`config.mk`:
```
export PLATFORM = sky130hd
export DESIGN_NAME = pwes_wake_status
export DESIGN_NICKNAME = d
export VERILOG_FILES = /design/src/rtl/pwes_wake_status.v /design/src/rtl/pwes_edge_detect.v
export VERILOG_INCLUDE_DIRS = /design/src /design/src/shared
export SDC_FILE = /design/constraint.sdc
export NUM_CORES = 1
export LEC_CHECK = 0
export ABC_CLOCK_PERIOD_IN_PS = 4000
export BUFFER_PORTS_ARGS = -buffer_cell sky130_fd_sc_hd__buf_2
export CORE_ASPECT_RATIO = 1.4
export CORE_MARGIN = 2
export CORE_UTILIZATION = 62
export DETAILED_ROUTE_END_ITERATION = 7
export PLACE_DENSITY_LB_ADDON = 0.25
export SYNTH_ARGS = -nofsm -noshare
export SYNTH_HDL_FRONTEND = slang
export SYNTH_SLANG_ARGS = --single-unit
```
`constraint.sdc`:
```
create_clock -name sys_clk -period 4 [get_ports sys_clk]
set_input_delay 0.4 -clock sys_clk [delete_from_list [all_inputs] [get_ports sys_clk]]
set_output_delay 0.4 -clock sys_clk [all_outputs]
set_load 0.01 [all_outputs]
```
`src/shared/pwes_regs.vh`:
```
/*
  Register offsets, field positions and reset values for the wake
  event status block. Assumes byte-wide registers at offsets from an
  I/O base decoded by the host bus front end.
*/
`ifndef PWES_REGS_VH
`define PWES_REGS_VH

`define PWES_OFF_GLOBAL_STATUS 8'h00
`define PWES_OFF_RSVD_01 8'h01
`define PWES_OFF_GLOBAL_ENABLE 8'h02
`define PWES_OFF_RSVD_03 8'h03
`define PWES_OFF_SRC_BANK1 8'h04
`define PWES_OFF_SRC_BANK2 8'h05
`define PWES_OFF_SRC_BANK3 8'h06
`define PWES_OFF_EN_BANK1 8'h0A
`define PWES_OFF_EN_BANK2 8'h0B
`define PWES_OFF_EN_BANK3 8'h0C

`define PWES_GLOBAL_FLAG_BIT 0
`define PWES_GLOBAL_EN_BIT 0
`define PWES_RESET_VALUE 8'h00
`define PWES_BANK1_VALID_MASK 8'hFE
`define PWES_SYNC_STAGES 2

`endif

```
`src/rtl/pwes_wake_status.v`:
```
/*
  Wake event status block: global wake flag and enable, three banks of
  sticky per-source status bits with enables, and the active-low wake
  output. Assumes resetn is the standby-power reset only; main-power,
  soft and hard resets are not connected here so state survives them.
  Host accesses arrive as one-cycle read and write strobes on a byte
  offset already decoded to this block's I/O base.
*/
`timescale 1ns/1ps
`include "pwes_regs.vh"

module pwes_wake_status (
  sys_clk,
  resetn,
  hostAddr,
  hostWrData,
  hostWrStrobe,
  hostRdStrobe,
  hostRdData,
  hostRdValid,
  ringIndicatorA,
  ringIndicatorB,
  keyboardWake,
  mouseWake,
  specificKeyWake,
  fanSpeedSenseA,
  fanSpeedSenseB,
  gpioPinBank2,
  gpioPin20to22,
  gpioPin24to27,
  groupedDeviceIrqStatus,
  wakeOutN
);
  input wire sys_clk;
  input wire resetn;
  input wire [7:0] hostAddr;
  input wire [7:0] hostWrData;
  input wire hostWrStrobe;
  input wire hostRdStrobe;
  output reg [7:0] hostRdData;
  output reg hostRdValid;
  input wire ringIndicatorA;
  input wire ringIndicatorB;
  input wire keyboardWake;
  input wire mouseWake;
  input wire specificKeyWake;
  input wire fanSpeedSenseA;
  input wire fanSpeedSenseB;
  input wire [7:0] gpioPinBank2;
  input wire [2:0] gpioPin20to22;
  input wire [3:0] gpioPin24to27;
  input wire groupedDeviceIrqStatus;
  output reg wakeOutN;

  reg wakeGlobalFlag_q;
  reg wakeGlobalFlag_d;
  reg wakeEnableBit_q;
  reg [23:0] srcStatus_q;
  reg [23:0] srcStatus_d;
  reg [23:0] srcEnable_q;
  reg [7:0] rdMux;
  wire [23:0] srcLevel;
  wire [23:0] srcRise;
  wire [23:0] wrClearMask;
  wire wrGlobalStatus;
  wire wrGlobalEnable;
  wire wakeRequest;

  // Pack sources into bank order; bank 1 bit 0 is tied low
  assign srcLevel[0] = 1'b0;
  assign srcLevel[1] = ringIndicatorB;
  assign srcLevel[2] = ringIndicatorA;
  assign srcLevel[3] = keyboardWake;
  assign srcLevel[4] = mouseWake;
  assign srcLevel[5] = specificKeyWake;
  assign srcLevel[6] = fanSpeedSenseA;
  assign srcLevel[7] = fanSpeedSenseB;
  assign srcLevel[15:8] = gpioPinBank2;
  assign srcLevel[18:16] = gpioPin20to22;
  assign srcLevel[19] = groupedDeviceIrqStatus;
  assign srcLevel[23:20] = gpioPin24to27;

  // Pins are asynchronous, so sync and turn into one-cycle events
  pwes_edge_detect uEdge (
    .sys_clk(sys_clk),
    .resetn(resetn),
    .srcLevel(srcLevel),
    .srcRise(srcRise)
  );

  // Write decode
  assign wrGlobalStatus = hostWrStrobe && (hostAddr == `PWES_OFF_GLOBAL_STATUS);
  assign wrGlobalEnable = hostWrStrobe && (hostAddr == `PWES_OFF_GLOBAL_ENABLE);

  // One-to-clear masks per bank; zeros leave bits alone
  assign wrClearMask[7:0] = (hostWrStrobe && hostAddr == `PWES_OFF_SRC_BANK1) ?
    hostWrData : 8'h00;
  assign wrClearMask[15:8] = (hostWrStrobe && hostAddr == `PWES_OFF_SRC_BANK2) ?
    hostWrData : 8'h00;
  assign wrClearMask[23:16] = (hostWrStrobe && hostAddr == `PWES_OFF_SRC_BANK3) ?
    hostWrData : 8'h00;

  // Any enabled, pending source asks for a wake
  assign wakeRequest = |(srcStatus_q & srcEnable_q);

  // Sticky source bits: an event in the clear cycle wins
  always @* begin
    srcStatus_d = (srcStatus_q & ~wrClearMask) | srcRise;
    srcStatus_d[0] = 1'b0;
  end

  // Global flag tracks would-assert regardless of global enable
  always @* begin
    wakeGlobalFlag_d = wakeGlobalFlag_q;
    if (wrGlobalStatus && hostWrData[`PWES_GLOBAL_FLAG_BIT]) begin
      wakeGlobalFlag_d = 1'b0;
    end
    // Set is checked last so it beats a clear in the same cycle
    if (wakeRequest) begin
      wakeGlobalFlag_d = 1'b1;
    end
  end

  // Only standby-power reset reaches these flops
  always @(posedge sys_clk) begin
    if (!resetn) begin
      wakeGlobalFlag_q <= 1'b0;
      wakeEnableBit_q <= 1'b0;
      srcStatus_q <= 24'h00_0000;
      srcEnable_q <= 24'h00_0000;
    end else begin
      wakeGlobalFlag_q <= wakeGlobalFlag_d;
      srcStatus_q <= srcStatus_d;
      if (wrGlobalEnable) begin
        wakeEnableBit_q <= hostWrData[`PWES_GLOBAL_EN_BIT];
      end
      if (hostWrStrobe && hostAddr == `PWES_OFF_EN_BANK1) begin
        srcEnable_q[7:0] <= hostWrData & `PWES_BANK1_VALID_MASK;
      end
      if (hostWrStrobe && hostAddr == `PWES_OFF_EN_BANK2) begin
        srcEnable_q[15:8] <= hostWrData;
      end
      if (hostWrStrobe && hostAddr == `PWES_OFF_EN_BANK3) begin
        srcEnable_q[23:16] <= hostWrData;
      end
    end
  end

  // Read mux; reserved bits and offsets read zero
  always @* begin
    case (hostAddr)
      `PWES_OFF_GLOBAL_STATUS: rdMux = {7'h00, wakeGlobalFlag_q};
      `PWES_OFF_GLOBAL_ENABLE: rdMux = {7'h00, wakeEnableBit_q};
      `PWES_OFF_SRC_BANK1: rdMux = srcStatus_q[7:0];
      `PWES_OFF_SRC_BANK2: rdMux = srcStatus_q[15:8];
      `PWES_OFF_SRC_BANK3: rdMux = srcStatus_q[23:16];
      `PWES_OFF_EN_BANK1: rdMux = srcEnable_q[7:0];
      `PWES_OFF_EN_BANK2: rdMux = srcEnable_q[15:8];
      `PWES_OFF_EN_BANK3: rdMux = srcEnable_q[23:16];
      default: rdMux = 8'h00;
    endcase
  end

  // Registered outputs; wake follows flag and enable one cycle later
  always @(posedge sys_clk) begin
    if (!resetn) begin
      hostRdData <= 8'h00;
      hostRdValid <= 1'b0;
      wakeOutN <= 1'b1;
    end else begin
      hostRdValid <= hostRdStrobe;
      hostRdData <= hostRdStrobe ? rdMux : 8'h00;
      wakeOutN <= ~(wakeEnableBit_q & wakeGlobalFlag_q);
    end
  end
endmodule

```
`src/rtl/pwes_edge_detect.v`:
```
/*
  Per-bit two-flop synchroniser and rising-edge detector for the wake
  sources. Assumes source levels arrive asynchronously from pins.
*/
`timescale 1ns/1ps
`include "pwes_regs.vh"

module pwes_edge_detect (
  sys_clk,
  resetn,
  srcLevel,
  srcRise
);
  input wire sys_clk;
  input wire resetn;
  input wire [23:0] srcLevel;
  output reg [23:0] srcRise;

  reg [23:0] syncA_q;
  reg [23:0] syncB_q;
  reg [23:0] prev_q;

  // Stage one feeds stage two only; edge logic looks at stage two
  always @(posedge sys_clk) begin
    if (!resetn) begin
      syncA_q <= 24'h00_0000;
      syncB_q <= 24'h00_0000;
      prev_q <= 24'h00_0000;
      srcRise <= 24'h00_0000;
    end else begin
      syncA_q <= srcLevel;
      syncB_q <= syncA_q;
      prev_q <= syncB_q;
      srcRise <= syncB_q & ~prev_q;
    end
  end
endmodule

```
* Word level (Yosys, flattened, before mapping)
Index checks and enable logic that the tools add are counted.
** Word-level totals
- Register bits :: 155
- Input port bits :: 43
- Output and inout port bits :: 10
** Cells by class
- Equal/unequal tests :: 7
- Mux-type cells :: 6
- Bitwise operators :: 8
- Reductions and logical operators :: 13
** Operator list (number)
- AND 24 bit :: 3
- one-hot mux 8 bit (8 select lines) :: 1
- inverter 24 bit :: 2
- == test 8 x 3 -> 1 bit (second input constant) :: 3
- == test 8 x 4 -> 1 bit (second input constant) :: 3
- 2-to-1 mux 8 bit :: 3
- bitwise OR 24 bit :: 1
- OR reduction 24 bit :: 1
- logical AND 1 bit :: 9
- == test 8 x 2 -> 1 bit (second input constant) :: 1
- zero test 8 bit :: 1
- 2-to-1 mux 1 bit :: 2
- AND reduction 2 bit :: 1
- nonzero test 2 bit :: 1
- AND 1 bit :: 1
- inverter 1 bit :: 1

* Logic depth before layout (Yosys ltp)
- Depth after elaboration :: 6
- Depth in mapped cells :: 7
- Mapped depth without buffers :: 4

* Modules after synthesis
Synthesis repeated with hierarchy kept, for this count alone.
** Second synthesis, totals
- Cells, all modules :: 484
- Area total of the unflattened synthesis :: 5441.5 µm²
** By module, submodules not included
- pwes_wake_status :: times used 1, cells each 282, area an instance 2777.7 µm², seq. area each 1161.1 µm²
- pwes_edge_detect :: times used 1, cells each 202, area an instance 2663.8 µm², seq. area each 1921.8 µm²

* Worst setup path before layout
No wires, ideal clock.
- Path type :: input -> register
- Start point :: in hostAddr[1]
- End point :: reg wakeGlobalFlag_q
- Setup time :: 0.120 ns
- Data arrival time :: 1.539 ns
- Path slack :: 2.341 ns
- Cell stages on the path :: 5
- Path buffers :: 2
- Cells stage by stage :: buf_2 > or2_2 > clkbuf_1 > o31a_1 > o31a_1
** On the way
- Longest elaborated chain between the ends :: 4
** RTL lines
- start, declared :: line pwes_wake_status.v:36 : input wire [7:0] hostAddr;
- zero test 8 bit
- logical AND 1 bit :: line pwes_wake_status.v:92 : assign wrGlobalStatus = hostWrStrobe && (hostAddr == `PWES_OFF_GLOBAL_STATUS);
- logical AND 1 bit :: line pwes_wake_status.v:115 : if (wrGlobalStatus && hostWrData[`PWES_GLOBAL_FLAG_BIT]) begin
- nonzero test 2 bit (no source line)
- end signal, assigned :: line pwes_wake_status.v:132 : wakeGlobalFlag_q <= wakeGlobalFlag_d;
- end, declared :: line pwes_wake_status.v:55 : reg wakeGlobalFlag_q;
Every way passes these cells.
A chain may end at the register's enable or synchronous reset.

* Worst setup path in the final report
- Start point :: in hostAddr[5]
- End point :: reg srcStatus_q[22]
** On the way
- Longest elaborated chain between the ends :: 6
** RTL lines
- == test 8 x 3 -> 1 bit
- logical AND 1 bit (no source line)
- 2-to-1 mux 8 bit :: line pwes_wake_status.v:100 : assign wrClearMask[23:16] = (hostWrStrobe && hostAddr == `PWES_OFF_SRC_BANK3) ?
- inverter 24 bit :: line pwes_wake_status.v:108 : srcStatus_d = (srcStatus_q & ~wrClearMask) | srcRise;
- AND 24 bit :: line pwes_wake_status.v:108
- bitwise OR 24 bit :: line pwes_wake_status.v:108
- end signal, assigned :: line pwes_wake_status.v:133 : srcStatus_q <= srcStatus_d;
- end, declared :: line pwes_wake_status.v:58 : reg [23:0] srcStatus_q;
Every way passes these cells.

==> reports/metrics.cfg <==
[floorplan]
start_util_pct = 63.7
core_area_um2 = 8150
dieHeight_um = 112
rows = 39
ioPinCount = 53
die_x_um = 81.3
die_area_um2 = 9130

[worst_hold_path]
min_to = uEdge.syncA_q[20]
min-delay-path-class = input pin to flip-flop
hold_path_depth = 2
holdCritStartpoint = gpioPin24to27[0]

[power]
irDropWorstVdd_mv = 0.426
power.leakage_nw = 2.55
power_density_nw_per_um2 = 530
p_total_w = 0.00321

[clock_tree]
clkLatencyLatePin_ns = 0.41
cts_root_buffer = clkbuf_16
cts_tree = yes
clk_pin_slew_ns = 0.06
cts_num_sinks = 150
htreeDepth = 4
ctsHoldBuffers = 0
post_cts_buffers = 0
cts_buffers = 17
clockBufferDepth = 2
ctsResizeCount = 0

[timing]
rsz0062_at_grt = false
finClkSkew_ns = 0.00492
report.final.setup_viol = 0
hold_viol = 0
fmax_mhz = 501
slew_headroom_pct = 41.4
layout_min_cycle_time_ns = 2.00
drv_slew = 0
tns_ns = 0
period_share_pct = 49.9
worst-slew-pin-transition_ns = 0.879

[setup_path]
end_kind = flip-flop
r2r-start = srcStatus_q[2]
r2r-end = wakeGlobalFlag_q
slowest_stage = and3_1
r2r_cells = 4
path_buf_inv = 1
worstPathRequired_ns = 4.24
path_max_fanout = 23
cp_slowest_stage_delay_ns = 0.84
path_class = input pin to flip-flop
worstPathArrival_ns = 2.24
rrSetupSlack_ns = 2.46
path_delay_family = simple AND/OR/NAND/NOR gates
crit_chain = buf_2, nor4_4, and3_1, a41oi_1
cp-start-kind = input pin

[synth]
ys_types = 41
synth_edf_count = 0
yosysTopAreaCellShare_pct = 57.9
syn_nets = 526
yosysSeqAreaShare_pct = 57.9
ys_warn_count = 0
avgSynthCellArea_um2 = 10.7
synthCells = 483
synthFlopType = dfxtp_1
synth-seq-cells = 150
yosys.area.top_type = dfxtp_1
async_flop_share_pct = 0
syn_area_um2 = 5190
synth_area_leaders = dfxtp_1 (58%), and2_1 (8.9%), nor2b_1 (6.1%)

[finish]
synthToLayoutAreaGrowth_pct = 16.8
nFillCells = 574
antenna_cells = 0
layout-drive-gt1-share_pct = 17.6
fin_nets = 571

[routing]
ant_nets = 0
avgRoutedWirePerCell_um = 16.4
drc_errors = 0
vias_per_cell = 5.60
vias = 3604
drtPass1Iterations = 5
drt-total-wl_um = 10600
drt-initial-drc-count = 156

[job]
max_cap_violations = 0

[global_routing]
grt_usage_pct = 25.7
gr-total-overflow = 0
grt_start_max_net_pins = 69
grt-busiest-layer = met2
grt.met1_usage_pct = 29.1
grt_pass1_vias = 3516
antenna_found_initial = 0
met3_usage_pct = 6.67
grt_use_met2_pct = 43.8
grt_pass1_wl_um = 17500

[placement]
gp_congestion = 0.894
dp_hpwl_um = 7120
portBuffers = 52

[outcome]
status = complete, no violations

## layer usage
metal / wire length, um / up-vias / share of wire, %
met5: 0 / - / 0
met4: 323 / 0 / 3.1
met3: 454 / 22 / 4.3
met2: 5550 / 116 / 52
met1: 4250 / 1710 / 40
li1: - / 1756 / -
## cell families after synthesis
group           Yosys count  synth area share, %
buf+inv                  40                 3.18
mux                      31                 6.05
flops                   150                 57.9
simple gates            174                 21.8
compound gates           88                 11.1
## stage by stage
step	setup WS (ns)	utilization, %	cell area [um^2]	hold slack, ns	cells
floorplan	2.34	-	5190	0.367	483
global placement	1.68	67.3	5480	0.371	611
detailed placement	1.57	67.3	5480	0.372	611
CTS	2.00	74.4	6060	0.180	643
global route	1.89	74.4	6060	0.179	643
finish	2.00	74.4	6060	0.193	643
## layout by cell type (no fill, tap or decap), drive strengths merged, types with 2 or more instances in the layout
master	count
nor2	6
a21oi	22
clkinv	6
nor3b	15
nor2b	51
nand3	8
inv	12
bufinv	2
nand4	4
a32oi	3
a41oi	8
and2	74
buf	56
a31oi	4
clkbuf	21
mux2	3
nand4b	2
o31a	2
a221oi	3
nand2	3
mux2i	28
a22oi	5
dfxtp	150
o21ai	27
a22o	7
a222oi	4
## Yosys cell counts, types with 2 or more instances
master	instances
a221oi_1	3
nand3_2	3
o21ai_0	27
nand3_1	5
inv_1	10
o31a_1	2
a21oi_1	22
nand4b_1	2
a32oi_1	3
mux2_2	3
nand4_1	4
a41oi_1	8
nand2_1	3
a31oi_1	4
buf_2	8
clkbuf_1	20
nor2_1	6
and2_1	74
a22oi_1	5
nor3b_1	15
dfxtp_1	150
a222oi_1	4
nor2b_1	51
mux2i_1	28
a22o_1	7
## sequential cells by signal, summed over array words and instances, names as in the netlist
register / cells
wakeEnableBit_q: 1
uEdge.syncA_q: 23
srcEnable_q: 23
wakeGlobalFlag_q: 1
wakeOutN: 1
uEdge.prev_q: 23
srcStatus_q: 23
hostRdData: 8
hostRdValid: 1
uEdge.syncB_q: 23
uEdge.srcRise: 23
## cell type report
type                    instances  area [um^2]  area share (%)
well taps                     102          128            2.10
clock inverters                11          123            2.02
flip-flops and latches        150         3000            49.5
clock buffers                  21          460            7.59
inverters                      10         37.5           0.619
multi-input cells             293         2020            33.3
repair buffers                 56          290            4.79
## power breakdown
| group | internal [W] | leakage [nW] | switching [W] |
|---|---|---|---|
| combinational | 0.0000547 | 1.04 | 0.0000665 |
| clock | 0.000952 | 0.288 | 0.000585 |
| sequential | 0.00154 | 1.22 | 0.0000178 |
| total | 0.00254 | 2.55 | 0.000669 |
## worst max-delay path by stage
| stage | from | to | cells past startpoint |
|---|---|---|---|
| finish | hostAddr[5] | srcStatus_q[22] | 4 |
| floorplan | hostAddr[1] | wakeGlobalFlag_q | 5 |
| global placement | hostAddr[5] | srcStatus_q[23] | 4 |
| global route | hostAddr[5] | srcStatus_q[22] | 4 |
| detailed placement | hostAddr[5] | srcStatus_q[22] | 4 |
| CTS | hostAddr[5] | srcStatus_q[22] | 4 |
No activity file was read; power rests on OpenSTA's default activity.
